--- src/core/sms_pkg.sv ---
// Package for the standby mode sequencer: register map, field positions,
// reset values and the sequencer state type.
// Assumes a 32-bit APB register bus with byte addresses in paddr.
package sms_pkg;

  // ==========================================================================
  // Register byte offsets
  localparam logic [11:0] PDC_OFS = 12'h000;
  localparam logic [11:0] ICR_OFS = 12'h004;
  localparam logic [11:0] WCS_OFS = 12'h008;
  localparam logic [11:0] WRC_OFS = 12'h00c;
  localparam logic [11:0] WCNT_OFS = 12'h010;
  localparam logic [11:0] STAT_OFS = 12'h014;

  // ==========================================================================
  // Field positions
  localparam int PDC_SBY_BIT = 7;
  localparam int PDC_HIZ_BIT = 6;
  localparam int ICR_POL_BIT = 0;
  localparam int WCS_OVF_BIT = 7;
  localparam int WCS_MODE_BIT = 6;
  localparam int WCS_RUN_BIT = 5;
  localparam int STAT_SBY_BIT = 0;
  localparam int STAT_WARM_BIT = 1;

  // ==========================================================================
  // Reset and read-back values
  localparam logic [4:0] PDC_LOW_ONES = 5'h1f;
  localparam logic [7:0] PDC_RST = 8'h1f;
  localparam logic [7:0] WRC_RST = 8'h00;
  localparam logic [7:0] WCNT_MAX = 8'hff;

  // ==========================================================================
  // Peripheral groups that standby initialises
  localparam int PI_DTC = 0;
  localparam int PI_DMA = 1;
  localparam int PI_SCI = 2;
  localparam int PI_ADC = 3;
  localparam int PI_CMT = 4;
  localparam int PI_MTU = 5;
  localparam int PI_W = 6;

  // ==========================================================================
  // Sequencer state
  typedef enum logic [1:0] {
    SMS_RUN,
    SMS_STANDBY,
    SMS_WARMUP
  } sms_state_t;

endpackage

--- src/core/sms_standby_sequencer.sv ---
// Standby mode sequencer: power-down control, watchdog timing for the NMI
// exit, clock and halt controls, and peripheral initialise strobes.
// Assumes pclk is the free-running oscillator and all inputs are
// synchronous to it; the gated system clock is represented by sys_clk_en.
//
// The implementer's own choices: the placing of the registers and the APB interface to the registers.
`timescale 1ns/1ns
`default_nettype none

// Notes on behaviour
// RULE1 - Sleep instruction with standby select set enters standby.
// RULE2 - Standby stops system clock, CPU and all peripherals.
// RULE3 - CPU registers and RAM keep contents throughout standby.
// RULE4 - Port pins hold levels or float during standby, per float bit.
// RULE5 - Entry initialises transfer controller registers except its data register.
// RULE6 - Entry initialises DMA channel control and operation registers.
// RULE7 - Entry clears watchdog flag, mode, run and reset control; keeps rest.
// RULE8 - Entry initialises serial, A/D converter and compare timer registers.
// RULE9 - Entry initialises multifunction timer; output enable registers kept.
// RULE10 - Interrupt, break, cache, bus, pin, port and power registers kept.
// RULE11 - Only NMI, power-on reset or manual reset end standby.
// RULE12 - Selected NMI edge restarts oscillation, clocking only the watchdog.
// RULE13 - Watchdog overflow releases the chip and starts NMI exception.
// RULE14 - Software picks a watchdog period longer than oscillator settling.
// RULE15 - Falling edge mode: NMI high on entry, low at resume.
// RULE16 - Rising edge mode: NMI low on entry, high at resume.
// RULE17 - Power-on reset pin low ends standby by power-on reset.
// RULE18 - Edge polarity bit 0 selects falling, 1 selects rising.
// RULE19 - Handler sets rising edge, standby select, then sleeps.
// RULE20 - Standby select cannot be set while watchdog run bit is 1.
// RULE21 - Float bit 0 holds pins, 1 places them at high impedance.
// RULE22 - NMI edge detector works with the system clock stopped.
module sms_standby_sequencer #(
  parameter int PRE_W = 16
) (
  // Clock and power-on reset
  input wire logic pclk,
  input wire logic presetn,
  // APB slave
  input wire logic psel,
  input wire logic penable,
  input wire logic pwrite,
  input wire logic [11:0] paddr,
  input wire logic [31:0] pwdata,
  output logic [31:0] prdata,
  output logic pready,
  output logic pslverr,
  // CPU and pins
  input wire logic cpu_sleep_exec,
  input wire logic nmi_pin,
  input wire logic manual_reset_n,
  // Clock and halt controls
  output logic sys_clk_en,
  output logic wdt_clk_en,
  output logic cpu_halt,
  output logic periph_halt,
  output logic standby_active,
  output logic nmi_exception,
  // Port pin control
  output logic port_hold,
  output logic port_float,
  // Peripheral initialise strobes
  output logic [sms_pkg::PI_W-1:0] periph_init
);

  // ==========================================================================
  // State
  typedef struct packed {
    sms_pkg::sms_state_t state;
    logic standby_select_bit;
    logic port_float_bit;
    logic nmi_pol;
    logic wd_ovf;
    logic wd_mode;
    logic wd_run;
    logic [2:0] wd_cks;
    logic [7:0] wd_rst;
    logic [7:0] wd_cnt;
    logic [PRE_W-1:0] wd_pre;
    logic nmi_prev;
    logic [31:0] prdata;
    logic pready;
    logic pslverr;
    logic sys_clk_en;
    logic wdt_clk_en;
    logic cpu_halt;
    logic periph_halt;
    logic nmi_exc;
    logic port_hold;
    logic port_float;
    logic [sms_pkg::PI_W-1:0] periph_init;
  } sms_regs_t;

  sms_regs_t r_q;
  sms_regs_t r_d;

  // ==========================================================================
  // Helpers

  // A prescaler tick comes every 2**(cks+1) oscillator cycles.
  function automatic logic wd_tick(input logic [PRE_W-1:0] pre,
                                   input logic [2:0] cks);
    logic [PRE_W-1:0] mask;
    mask = PRE_W'((32'h2 << cks) - 32'h1);
    return (pre & mask) == mask;
  endfunction

  function automatic logic reg_hit(input logic [11:0] a);
    return a == sms_pkg::PDC_OFS || a == sms_pkg::ICR_OFS ||
           a == sms_pkg::WCS_OFS || a == sms_pkg::WRC_OFS ||
           a == sms_pkg::WCNT_OFS || a == sms_pkg::STAT_OFS;
  endfunction

  // ==========================================================================
  // Next state
  logic access;
  logic hit;
  logic nmi_edge;
  logic counting;
  logic tick;
  logic overflow;
  logic [31:0] rd_val;

  always_comb begin
    r_d = r_q;
    r_d.nmi_exc = 1'b0;
    r_d.periph_init = '0;
    access = psel && penable;
    hit = reg_hit(paddr);

    // Read mux.
    rd_val = 32'h0000_0000;
    case (paddr)
      sms_pkg::PDC_OFS: begin
        rd_val = {24'h00_0000, r_q.standby_select_bit, r_q.port_float_bit, 1'b0,
                  sms_pkg::PDC_LOW_ONES};
      end
      sms_pkg::ICR_OFS: begin
        rd_val[sms_pkg::ICR_POL_BIT] = r_q.nmi_pol;
      end
      sms_pkg::WCS_OFS: begin
        rd_val = {24'h00_0000, r_q.wd_ovf, r_q.wd_mode, r_q.wd_run,
                  2'b00, r_q.wd_cks};
      end
      sms_pkg::WRC_OFS: begin
        rd_val = {24'h00_0000, r_q.wd_rst};
      end
      sms_pkg::WCNT_OFS: begin
        rd_val = {24'h00_0000, r_q.wd_cnt};
      end
      sms_pkg::STAT_OFS: begin
        rd_val[sms_pkg::STAT_SBY_BIT] = r_q.state != sms_pkg::SMS_RUN;
        rd_val[sms_pkg::STAT_WARM_BIT] = r_q.state == sms_pkg::SMS_WARMUP;
      end
      default: begin
        rd_val = 32'h0000_0000;
      end
    endcase

    // APB: answer one cycle into the access phase, write at the final edge.
    if (access && !r_q.pready) begin
      r_d.pready = 1'b1;
      r_d.prdata = rd_val;
      r_d.pslverr = !hit;
    end else begin
      r_d.pready = 1'b0;
      r_d.pslverr = 1'b0;
    end
    if (access && r_q.pready && pwrite && hit &&
        r_q.state == sms_pkg::SMS_RUN) begin
      case (paddr)
        sms_pkg::PDC_OFS: begin
          // Neither bit may be raised while the watchdog runs.
          if (!r_q.wd_run) begin // RULE20
            r_d.standby_select_bit = pwdata[sms_pkg::PDC_SBY_BIT]; // RULE1
            r_d.port_float_bit = pwdata[sms_pkg::PDC_HIZ_BIT]; // RULE21
          end else begin
            r_d.standby_select_bit = r_q.standby_select_bit && pwdata[sms_pkg::PDC_SBY_BIT];
            r_d.port_float_bit = r_q.port_float_bit && pwdata[sms_pkg::PDC_HIZ_BIT];
          end
        end
        sms_pkg::ICR_OFS: begin
          r_d.nmi_pol = pwdata[sms_pkg::ICR_POL_BIT]; // RULE18
        end
        sms_pkg::WCS_OFS: begin
          r_d.wd_ovf = r_q.wd_ovf && pwdata[sms_pkg::WCS_OVF_BIT];
          r_d.wd_mode = pwdata[sms_pkg::WCS_MODE_BIT];
          r_d.wd_run = pwdata[sms_pkg::WCS_RUN_BIT];
          r_d.wd_cks = pwdata[2:0];
        end
        sms_pkg::WRC_OFS: begin
          r_d.wd_rst = pwdata[7:0];
        end
        sms_pkg::WCNT_OFS: begin
          r_d.wd_cnt = pwdata[7:0];
        end
        default: begin
          r_d.wd_rst = r_q.wd_rst;
        end
      endcase
    end

    // NMI edge detection runs on the oscillator, not the gated clock.
    r_d.nmi_prev = nmi_pin; // RULE22
    nmi_edge = r_q.nmi_pol ? (nmi_pin && !r_q.nmi_prev)
                           : (!nmi_pin && r_q.nmi_prev); // RULE18

    // Watchdog counter; it stands still through standby itself.
    counting = (r_q.state == sms_pkg::SMS_RUN && r_q.wd_run) ||
               r_q.state == sms_pkg::SMS_WARMUP;
    tick = counting && wd_tick(r_q.wd_pre, r_q.wd_cks);
    overflow = tick && r_q.wd_cnt == sms_pkg::WCNT_MAX;
    if (counting) begin
      r_d.wd_pre = r_q.wd_pre + PRE_W'(1);
    end
    if (tick) begin
      r_d.wd_cnt = r_q.wd_cnt + 8'h01;
    end
    // A hardware overflow wins over a clear written in the same cycle.
    if (overflow && r_q.state == sms_pkg::SMS_RUN) begin
      r_d.wd_ovf = 1'b1;
    end

    case (r_q.state)
      sms_pkg::SMS_RUN: begin
        if (cpu_sleep_exec && r_q.standby_select_bit) begin // RULE1
          r_d.state = sms_pkg::SMS_STANDBY;
          r_d.sys_clk_en = 1'b0; // RULE2
          r_d.cpu_halt = 1'b1; // RULE3
          r_d.periph_halt = 1'b1; // RULE2
          r_d.port_hold = !r_q.port_float_bit; // RULE4
          r_d.port_float = r_q.port_float_bit; // RULE21
          // Only the listed groups are initialised; the interrupt, break,
          // cache, bus, pin function and port blocks get no strobe.
          r_d.periph_init[sms_pkg::PI_DTC] = 1'b1; // RULE5
          r_d.periph_init[sms_pkg::PI_DMA] = 1'b1; // RULE6
          r_d.periph_init[sms_pkg::PI_SCI] = 1'b1; // RULE8
          r_d.periph_init[sms_pkg::PI_ADC] = 1'b1; // RULE8
          r_d.periph_init[sms_pkg::PI_CMT] = 1'b1; // RULE8
          r_d.periph_init[sms_pkg::PI_MTU] = 1'b1; // RULE9
          r_d.wd_ovf = 1'b0; // RULE7
          r_d.wd_mode = 1'b0; // RULE7
          r_d.wd_run = 1'b0; // RULE7
          r_d.wd_rst = sms_pkg::WRC_RST; // RULE7
          // Power-down and edge select bits stay as written.
          r_d.standby_select_bit = r_q.standby_select_bit; // RULE10
          r_d.pready = 1'b0;
        end
      end
      sms_pkg::SMS_STANDBY: begin
        if (!manual_reset_n) begin // RULE11
          r_d.state = sms_pkg::SMS_RUN;
        end else if (nmi_edge) begin // RULE12
          r_d.state = sms_pkg::SMS_WARMUP;
          r_d.wdt_clk_en = 1'b1; // RULE12
        end
      end
      sms_pkg::SMS_WARMUP: begin
        if (!manual_reset_n) begin // RULE11
          r_d.state = sms_pkg::SMS_RUN;
        end else if (overflow) begin // RULE13
          r_d.state = sms_pkg::SMS_RUN;
          r_d.nmi_exc = 1'b1; // RULE13
        end
      end
      default: begin
        r_d.state = sms_pkg::SMS_RUN;
      end
    endcase

    // Leaving standby restores every clock and releases the pins.
    if (r_q.state != sms_pkg::SMS_RUN && r_d.state == sms_pkg::SMS_RUN) begin
      r_d.sys_clk_en = 1'b1; // RULE13
      r_d.wdt_clk_en = 1'b1;
      r_d.cpu_halt = 1'b0;
      r_d.periph_halt = 1'b0;
      r_d.port_hold = 1'b0;
      r_d.port_float = 1'b0;
    end
    if (r_q.state == sms_pkg::SMS_RUN &&
        r_d.state == sms_pkg::SMS_STANDBY) begin
      r_d.wdt_clk_en = 1'b0;
    end
  end

  // ==========================================================================
  // Registers; power-on reset also ends standby.
  always_ff @(posedge pclk or negedge presetn) begin
    if (!presetn) begin // RULE17
      r_q <= '{
        state: sms_pkg::SMS_RUN,
        standby_select_bit: sms_pkg::PDC_RST[sms_pkg::PDC_SBY_BIT],
        port_float_bit: sms_pkg::PDC_RST[sms_pkg::PDC_HIZ_BIT],
        wd_rst: sms_pkg::WRC_RST,
        sys_clk_en: 1'b1,
        wdt_clk_en: 1'b1,
        default: '0
      };
    end else begin
      r_q <= r_d;
    end
  end

  // ==========================================================================
  // Outputs
  assign prdata = r_q.prdata;
  assign pready = r_q.pready;
  assign pslverr = r_q.pslverr;
  assign sys_clk_en = r_q.sys_clk_en;
  assign wdt_clk_en = r_q.wdt_clk_en;
  assign cpu_halt = r_q.cpu_halt;
  assign periph_halt = r_q.periph_halt;
  assign standby_active = r_q.cpu_halt;
  assign nmi_exception = r_q.nmi_exc;
  assign port_hold = r_q.port_hold;
  assign port_float = r_q.port_float;
  assign periph_init = r_q.periph_init;

endmodule

`default_nettype wire

--- config.mk ---
export PLATFORM = sky130hd
export DESIGN_NAME = sms_standby_sequencer
export DESIGN_NICKNAME = d
export VERILOG_FILES = /design/src/core/sms_pkg.sv /design/src/core/sms_standby_sequencer.sv
export SDC_FILE = /design/constraint.sdc
export NUM_CORES = 1
export LEC_CHECK = 0
export BUFFER_PORTS_ARGS = -buffer_cell sky130_fd_sc_hd__buf_2
export CORE_ASPECT_RATIO = 1.75
export CORE_MARGIN = 2
export CORE_UTILIZATION = 30
export DETAILED_ROUTE_END_ITERATION = 7
export SLEW_MARGIN = 40
export SYNTH_ARGS = -nofsm -noshare
export SYNTH_HDL_FRONTEND = slang
export SYNTH_SLANG_ARGS = --single-unit
--- constraint.sdc ---
create_clock -name pclk -period 3 [get_ports pclk]
set_clock_uncertainty 0.2 [all_clocks]
set_input_delay 0.6 -clock pclk [delete_from_list [all_inputs] [get_ports pclk]]
set_output_delay 0.6 -clock pclk [all_outputs]
set_load 0.02 [all_outputs]
==> reports/qor.yml, run 1 <==
status: "finished clean"
path_max_fanout: 5
end_kind: "flop"
hold_path_class: "in -> async"
p_per_area_nw_per_um2: 502.8
n_fill_cell: 1175
cts_buffers: 9
drv_slew: 0
wire_per_inst_um: 15.35
core_area_um2: 11450
place.gp.congestion: 0.7833
drtIter0Drc: 165
r2r_slack_ns: 0.15
worstSetupPathType: "reg -> reg"
synth_ff_type: "dfrtp_1"
gr-total-overflow: 0
fmax_ghz: 0.3505
antennaDiodeCount: 0
yosysMostFrequentCell: "dfrtp_1"
hold_violations: 0
cts-root-buf: "clkbuf_16"
grt_first_pass_wirelength_mm: 14.01
startpoint: "r_q[82]"
cap_violations: 0
ir_drop_uv: 266.3
setup_violations: 0
grt_start_max_net_pins: 62
ioPinCount: 100
cts_tree: "built"
die_w_um: 85.54
critPathArrivalTime_ns: 2.87
start_util_pct: 30.49
die_area_um2: 12550
regMostFlops: "r_q"
postCtsSetupRepairBufs: 0
r2r-start: "r_q[82]"
dp_hpwl_mm: 6.541
setup_ws_ns: 0.1473
synth_top_area_share_pct: 42.29
power_mw: 2.036
viasPerCell: 5.065
hold_buffers: 0
ant_nets: 0
clk_pin_slew_ns: 0.05
postSynthCellCount: 374
grt_pass1_vias: 2846
port_buffers: 51
synth.cell_area_um2: 3491
clk-insertion-delay-late_ns: 0.34
antenna_found_initial: 0
drive_gt1_share_pct: 22.09
pre_cts_ws_ns: 0.1135
yosys.area.top_type: "dfrtp_1"
cp_data_required_time_ns: 3.01
h-tree-depth: 3
postSynth.asyncResetShare_pct: 100.0
die_h_um: 146.7
synth_edf_count: 0
yosys-top-cells-count: "dfrtp_1 (59), buf_4 (41), nand2_1 (35), nor2_1 (35), a21oi_1 (20)"
cellLeakagePower_nw: 2.034
fin_util_pct: 35.36
synth_warnings: 0
finalSetupTns_ns: 0
rsz0062_at_grt: "no"
largest_reg_flops: 44
synth_area_leaders: "dfrtp_1 (42%), buf_4 (8.8%), nand2_1 (3.8%)"
vias: 2816
startpoint_type: "flop"
drc: 0
rows: 52
syn_to_final_growth_pct: 15.99
cts_buffer_depth: 2
firstDrtPassIters: 4
period_needed_ns: 2.853
globalRouteTotalUtil_pct: 14.41
finalCritPeriodShare_pct: 95.09
synth-seq-area-share_pct: 43.80
cts_num_sinks: 61
wl_mm: 8.534
final_net_count: 472
avgSynthCellArea_um2: 9.334
yosys_register_bits: 61
ys_types: 60
[placed cells by master (no fill, tap or decap), types with 3 or more instances in the layout]
cell type / netlist / final
nand3_1: 15 / 15
nor3_1: 4 / 4
xor2_1: 4 / 4
xnor2_1: 11 / 11
a21boi_0: 3 / 3
a21o_1: 3 / 3
nand2b_1: 3 / 3
nor2_1: 35 / 35
conb_1: 1 / 24
o21ai_0: 17 / 17
a31oi_1: 4 / 4
or3_1: 7 / 7
inv_1: 10 / 10
nor3b_1: 6 / 6
buf_2: 4 / 51
dfrtp_1: 59 / 59
mux2i_1: 12 / 12
nand4_1: 5 / 5
clkbuf_16: 0 / 9
nor4_1: 3 / 3
and3_1: 7 / 7
nand2_1: 35 / 35
a21oi_1: 20 / 20
buf_4: 41 / 14
nor2b_1: 3 / 3
a22o_1: 5 / 5
and4_1: 3 / 3
mux2_2: 4 / 4
[report_power, final]
part	leakage (nW)	internal (mW)	switching, mW	total, mW
clock network	0.152	0.742	0.356	1.10
logic	1.06	0.0274	0.0810	0.108
registers	0.826	0.827	0.00168	0.829
total	2.03	1.60	0.439	2.04
[critical path, cell delays in order, from the launching register on]
cell and delay, ns:
dfrtp_1 0.37, or3_1 0.38, ha_2 0.31, o21ai_0 0.07, a211o_1 0.26, a311o_1 0.29, or2_1 0.30, and3_1 0.19
or3_1 0.36
[area by class of cell]
type / instances / area, um2 / area share (%)
clock buffer: 11 / 242.7 / 5.995
clock inverter: 4 / 72.57 / 1.792
inverter: 11 / 41.29 / 1.020
multi-input combinational: 268 / 1614 / 39.86
sequential: 61 / 1529 / 37.76
tap: 135 / 168.9 / 4.172
timing repair buffer: 66 / 380.4 / 9.394
[what timing repair did]
action / CTS / global route
setup endpoints to repair: 0 / 3
endpoints found under the hold margin: 0 / 0
gates resized for setup: 0 / 1
[kinds of logic after synthesis]
| kind of cell | count (synthesis) | share of synthesized area (%) |
|---|---|---|
| simple gates | 138 | 20.65 |
| compound gates | 72 | 13.37 |
| buf+inv | 68 | 12.51 |
| flops | 61 | 43.80 |
| mux | 16 | 4.731 |
| xor+xnor | 15 | 3.763 |
| fa+ha+maj | 3 | 1.075 |
| other cells | 1 | 0.1074 |
[through the flow]
step | std cells | hold WS (ns) | instance area, um2
after floorplan | 397 | 0.1044 | 3577
after global placement | 541 | 0.2578 | 3731
after detailed placement | 541 | 0.2588 | 3731
after CTS | 556 | 0.07587 | 4046
after global routing | 556 | 0.08416 | 4049
final | 556 | 0.05822 | 4049
[metal layers]
metal / up-vias / wire, um / global-route usage, %
met5: - / 0 / 0
met4: 0 / 312 / 7.937
met3: 22 / 429 / 3.090
met2: 86 / 4645 / 26.37
met1: 1380 / 3147 / 14.83
li1: 1328 / - / -
[worst paths after layout]
| check | end | depth (start not counted) |
|---|---|---|
| worst max register to register | r_q[66] | 8 |
| worst max-delay path | r_q[66] | 8 |
| worst min-delay path | r_q[48] | 2 |
| worst min register to register | r_q[58] | 1 |
| min in group pclk | r_q[47] | 1 |
| max in group asynchronous | wdt_clk_en | 2 |
No activity file was read; power rests on OpenSTA's default activity.
==> run 2: changes to the inputs <==
--- a/config.mk
+++ b/config.mk
@@ -10,4 +10,6 @@
 export CORE_MARGIN = 2
-export CORE_UTILIZATION = 30
+export CORE_UTILIZATION = 47
 export DETAILED_ROUTE_END_ITERATION = 7
+export GPL_TIMING_DRIVEN = 0
+export PLACE_DENSITY = 0.76
 export SLEW_MARGIN = 40
==> constraint.sdc (replaced) <==
create_clock -name pclk -period 3 [get_ports pclk]
set_clock_uncertainty 0.2 [all_clocks]
set_input_delay 0.9 -clock pclk [delete_from_list [all_inputs] [get_ports pclk]]
set_output_delay 0.9 -clock pclk [all_outputs]
set_load 0.02 [all_outputs]
==> run 2 against run 1 <==
  * Global-route usage up 6.2 points
  * Worst hold slack better by 0.22 ns
  * Clock power down 8%
  * Highest routed layer unchanged
==> reports/qor.yml, run 2 (synthesis gave the netlist of run 1 again) <==
viasPerCell: 5.277  # +4.2%
fin_util_pct: 60.14  # +25 points
ioPinCount: 100  # unchanged
status: "finished clean"
rsz0062_at_grt: "yes"
antennaDiodeCount: 0  # unchanged
finalCritPeriodShare_pct: 98.40  # +3.3 points
hold_buffers: 0  # unchanged
clk-insertion-delay-late_ns: 0.33  # about the same
slew-limit-headroom_pct: 42.87
cts-root-buf: "clkbuf_16"
largest_reg_flops: 44  # unchanged
setup_ws_ns: 0.04812  # -0.09914 ns
cts_tree: "built"
wire_per_inst_um: 14.40  # -6.2%
p_per_area_nw_per_um2: 455.3  # -9.5%
wl_mm: 8.004  # -6.2%
firstDrtPassIters: 4  # unchanged
period_needed_ns: 2.952  # +0.09914 ns
cpPeakStageDelay_ns: 0.39  # about the same
dp_hpwl_mm: 5.906  # -9.7%
regMostFlops: "r_q"
ant_nets: 0  # unchanged
ir_drop_uv: 284.3  # +6.7%
cp_data_required_time_ns: 3.00  # about the same
die_area_um2: 8159  # -35%
slowest_stage: "dfrtp_1"
hold_violations: 0  # unchanged
layout_common_cells: "dfrtp_1 (58), buf_2 (53), buf_4 (47), nand2_1 (35), nor2_1 (35)"
die_h_um: 118.0  # -20%
gr-total-overflow: 0  # unchanged
tightest_slew_ns: 0.8492
r2r-start: "r_q[81]"
power_mw: 1.966  # -3.4%
drtIter0Drc: 169  # +2.4%
r2r_cells: 10  # +2
place.gp.congestion: 0.9003  # +15%
grt_pass1_vias: 2877  # +1.1%
drv_slew: 0  # unchanged
antenna_found_initial: 0  # unchanged
globalRouteTotalUtil_pct: 20.65  # +6.2 points
path_max_fanout: 10  # +5
endpoint: "r_q[66]"
grt_start_max_net_pins: 62  # unchanged
clk_pin_slew_ns: 0.05  # about the same
h-tree-depth: 3  # unchanged
critPathArrivalTime_ns: 2.96  # +0.09 ns
final_net_count: 520  # +10%
drive_gt1_share_pct: 29.36  # +7.3 points
port_buffers: 51  # unchanged
hold_path_class: "reg -> reg"
worstSetupPathType: "reg -> reg"
cts_buffer_depth: 2  # unchanged
cts_buffers: 9  # unchanged
setup_violations: 0  # unchanged
die_w_um: 69.15  # -19%
fmax_ghz: 0.3388  # -3.4%
end_kind: "flop"
r2r-end: "r_q[66]"
cp_common_cell: "buf_6"
cellLeakagePower_nw: 2.260  # +11%
rows: 41  # -21%
start_util_pct: 48.61  # +18 points
cap_violations: 0  # unchanged
vias: 2934  # +4.2%
path_cells: "buf_6, or3_4, ha_4, nor2b_2, a211o_1, a311o_1, nor2_1, buf_6, nor3_1, or3_1"
startpoint_type: "flop"
core_area_um2: 7182  # -37%
syn_to_final_growth_pct: 23.73
cts_num_sinks: 61  # unchanged
startpoint: "r_q[81]"
r2r_slack_ns: 0.05  # -0.10 ns
drc: 0  # unchanged
layout_commonest_cell: "dfrtp_1"
pre_cts_ws_ns: -0.2293  # -0.3428 ns
grt_first_pass_wirelength_mm: 13.52  # -3.4%
-- run 2: where the power goes --
group,switching (mW),internal [mW],total [mW]
combinational,0.0826,0.0473,0.130
sequential,0.00174,0.827,0.829
clock,0.350,0.658,1.01
total,0.434,1.53,1.97
-- run 2: worst min path at each step --
| stage | start | endpoint | slack, ns | cells past startpoint |
|---|---|---|---|---|
| after CTS | r_q[63] | r_q[63] | 0.28 | 1 |
| after global routing | prdata[3] | prdata[3] | 0.30 | 1 |
| final | r_q[58] | r_q[58] | 0.28 | 1 |
| after floorplan | r_q[58] | r_q[58] | 0.24 | 1 |
| after detailed placement | r_q[58] | r_q[58] | 0.27 | 1 |
| after global placement | r_q[58] | r_q[58] | 0.25 | 1 |
-- run 2: routing by layer --
layer | vias to the layer above | GRT usage, % | share of wire [%]
met5 | - | 0 | 0
met4 | 0 | 13.11 | 4.7
met3 | 31 | 3.938 | 4.1
met2 | 93 | 35.46 | 52
met1 | 1386 | 23.00 | 39
li1 | 1424 | - | -
-- run 2: repair_timing --
item | CTS | global route
setup endpoints to repair | 7 | 7
pin swaps | 3 | 6
resized for setup | 5 | 6
buffers inserted | 4 | 3
-- run 2: cell type report --
type / instances / area [um2]
timing repair buffer: 58 / 314.1
clock buffer: 11 / 242.7
tap: 86 / 107.6
multi-input combinational: 268 / 1639
inverter: 11 / 41.29
fill: 632 / 2863
buffer: 56 / 394.1
sequential: 61 / 1530
clock inverter: 5 / 50.05
-- run 2: metrics by stage --
stage                     std cells  cell area, um2   TNS, ns  hold slack (ns)
after floorplan                 397            3577         0           0.2384
after global placement          534            3940    -1.704           0.2536
after detailed placement        534            3943    -2.197           0.2659
after CTS                       554            4288         0           0.2782
after global routing            556            4319  -0.01977           0.2969
final                           556            4319         0           0.2767
-- run 2: critical path: cells and delay by family, from the launching register on --
kind	cells	cell delay, ns
adder cells (fa/ha/maj)	1	0.18
AND/OR/NAND/NOR	5	1.15
AO/OA/AOI/OAI	2	0.59
flip-flops	1	0.39
buffers and inverters	2	0.31
==> run 3: changes to the inputs <==
CELL_PAD_IN_SITES_DETAIL_PLACEMENT = 1   (was not set)
CELL_PAD_IN_SITES_GLOBAL_PLACEMENT = 2   (was not set)
CORE_UTILIZATION = 28   (was 47)
PLACE_DENSITY = not set   (was 0.76)
PLACE_DENSITY_LB_ADDON = 0.1   (was not set)
==> run 3 against run 2 <==
  * Final cell count is 16% higher
  * Clock power grew 8%
  * Combinational power up 7%
  * Utilization is 23 points lower
  * Routed wire length grew 33%
  * Total power rose by 4.5%
  * Sequential share of layout area fell by 1.5 points
  * Critical path type unchanged
  * Critical endpoint is now r_q[71]
==> reports/qor.yml, run 3 (synthesis gave the netlist of run 1 again) <==
status: "finished clean"
finalCritPeriodShare_pct: 96.19  # -2.2 points
instances_no_fill: 644  # +16%
hp-start: "r_q[58]"
fmax_ghz: 0.3465  # +2.3%
ioPinCount: 100  # unchanged
antenna_found_initial: 0  # unchanged
dp_hpwl_mm: 8.226  # +39%
largest_reg_flops: 44  # unchanged
hold_violations: 0  # unchanged
wire_per_inst_um: 16.48  # +14%
viasPerCell: 4.637  # -12%
hold_path_end: "r_q[58]"
place_area_um2: 4071  # +3.3%
wl_mm: 10.62  # +33%
worstHoldPathCells: 1  # unchanged
hold_path_class: "reg -> reg"
drive_gt1_share_pct: 30.67  # +1.3 points
drtIter0Drc: 108  # -36%
layout_common_cells: "dfrtp_1 (58), buf_4 (54), buf_2 (53), nand2_1 (35), nor2_1 (35)"
cts_buffers: 9  # unchanged
p_int_mw: 1.586  # +3.5%
r2r-end: "r_q[71]"
power_mw: 2.056  # +4.5%
layout_commonest_cell: "dfrtp_1"
r2r-start: "r_q[80]"
cts_buffer_depth: 2  # unchanged
cellLeakagePower_nw: 2.300  # +1.8%
core_area_um2: 12300  # +71%
clk_pin_slew_ns: 0.05  # about the same
start_util_pct: 28.39  # -20 points
p_sw_share_pct: 22.87  # +0.80 points
p_per_area_nw_per_um2: 455.3  # about the same
place.gp.congestion: 0.7683  # -15%
slew-limit-headroom_pct: 53.09  # +10 points
cts-root-buf: "clkbuf_16"
die_w_um: 88.41  # +28%
comb_power_share_pct: 6.8  # +0.2 points
pwr-share-clk_pct: 52.9  # +1.7 points
hold_buffers: 0  # unchanged
placed_cells: 617  # +16%
tightest_slew_ns: 0.6978  # -0.1514 ns
startpoint_type: "flop"
gr-total-overflow: 0  # unchanged
cts_tree: "built"
firstDrtPassIters: 4  # unchanged
regMostFlops: "r_q"
cts_num_sinks: 61  # unchanged
globalRouteTotalUtil_pct: 16.72  # -3.9 points
antennaDiodeCount: 0  # unchanged
h-tree-depth: 3  # unchanged
rows: 54  # +32%
final_area_um2: 4516  # +4.5%
port_buffers: 51  # unchanged
end_kind: "flop"
rsz0062_at_grt: "no"
switching_power_mw: 0.4701  # +8.3%
ant_nets: 0  # unchanged
vias: 2986  # +1.8%
r2r_cells: 10  # unchanged
grt_first_pass_wirelength_mm: 16.60  # +23%
worstSetupPathType: "reg -> reg"
grt_start_max_net_pins: 38  # -39%
setup_violations: 0  # unchanged
drc: 0  # unchanged
syn_to_final_growth_pct: 29.35
die_area_um2: 13410  # +64%
ir_drop_uv: 255.0  # -10%
n_fill_cell: 1459  # +130%
die_h_um: 151.7  # +29%
drv_slew: 0  # unchanged
path_max_fanout: 10  # unchanged
grt_pass1_vias: 3076  # +6.9%
cp_data_required_time_ns: 3.07  # +0.07 ns
final_net_count: 526  # +1.2%
clk-insertion-delay-late_ns: 0.33  # about the same
cap_violations: 0  # unchanged
period_needed_ns: 2.886  # -0.06617 ns
critPathArrivalTime_ns: 2.95  # about the same
seqPwrFrac_pct: 40.3  # -1.9 points
r2r_slack_ns: 0.11  # +0.07 ns
run 3: changes by cell type in the layout (fill, tap and decap cells not counted), sizes merged:
cell | previous run | this run
clkbuf | 20 | 22
clkinvlp | 0 | 1
buf | 105 | 111
clkinv | 5 | 2
run 3: cell type report:
| type | count | area (um2) | area share, % |
|---|---|---|---|
| Multi-Input combinational cell | 268 | 1663 | 36.82 |
| Sequential cell | 61 | 1530 | 33.89 |
| Buffer | 56 | 390.4 | 8.645 |
| Timing Repair Buffer | 64 | 367.9 | 8.146 |
| Clock buffer | 13 | 270.3 | 5.985 |
| Tap cell | 168 | 210.2 | 4.655 |
| Clock inverter | 3 | 42.54 | 0.9421 |
| Inverter | 11 | 41.29 | 0.9144 |
run 3: per-layer routing:
layer / vias to the layer above / GRT usage (%) / routed length (um)
li1: 1436 / - / -
met1: 1484 / 17.86 / 4016
met2: 50 / 31.65 / 6083
met3: 16 / 3.196 / 314
met4: 0 / 6.061 / 200
met5: - / 0 / 0
run 3: worst max-delay path by stage:
stage	to	startpoint	slack (ns)
final	r_q[71]	r_q[80]	0.11
after global routing	r_q[66]	r_q[80]	0.02
after CTS	r_q[66]	r_q[81]	0.007
after detailed placement	r_q[67]	paddr[1]	-0.27
after global placement	r_q[68]	psel	-0.41
after floorplan	r_q[66]	r_q[81]	0.02
run 3: repair_timing:
action,in CTS,in global routing
endpoints found under the setup margin,11,14
buffers inserted,6,6
gates cloned,0,0
pin swaps,7,6
gates resized for setup,5,8
run 3: worst max-delay path, stage by stage (launching register included):
cell,delay (ns)
dfrtp_1,0.37
buf_6,0.13
or3_4,0.37
ha_4,0.27
o21ai_1,0.05
a211o_1,0.27
a311o_1,0.31
or2_4,0.29
buf_6,0.15
or3_1,0.32
nand4_1,0.08
run 3: through the flow:
step	util (%)	hold slack [ns]	setup TNS (ns)	setup slack [ns]
global route	36.72	0.2871	0	0.01787
floorplan	-	0.2384	0	0.01987
detailed placement	33.11	0.2642	-3.485	-0.2733
global placement	32.88	0.2532	-5.577	-0.4133
finish	36.72	0.2660	0	0.1143
CTS	36.20	0.2747	0	0.007356
run 3: power groups by stage:
| stage | registers, mW | logic [mW] | clock network [mW] |
|---|---|---|---|
| detailed placement | 0.843 | 0.141 | 0 |
| global placement | 0.842 | 0.136 | 0 |
| floorplan | 0.845 | 0.0772 | 0 |
| finish | 0.828 | 0.139 | 1.09 |
| global route | 0.828 | 0.154 | 1.15 |
| CTS | 0.828 | 0.141 | 1.12 |
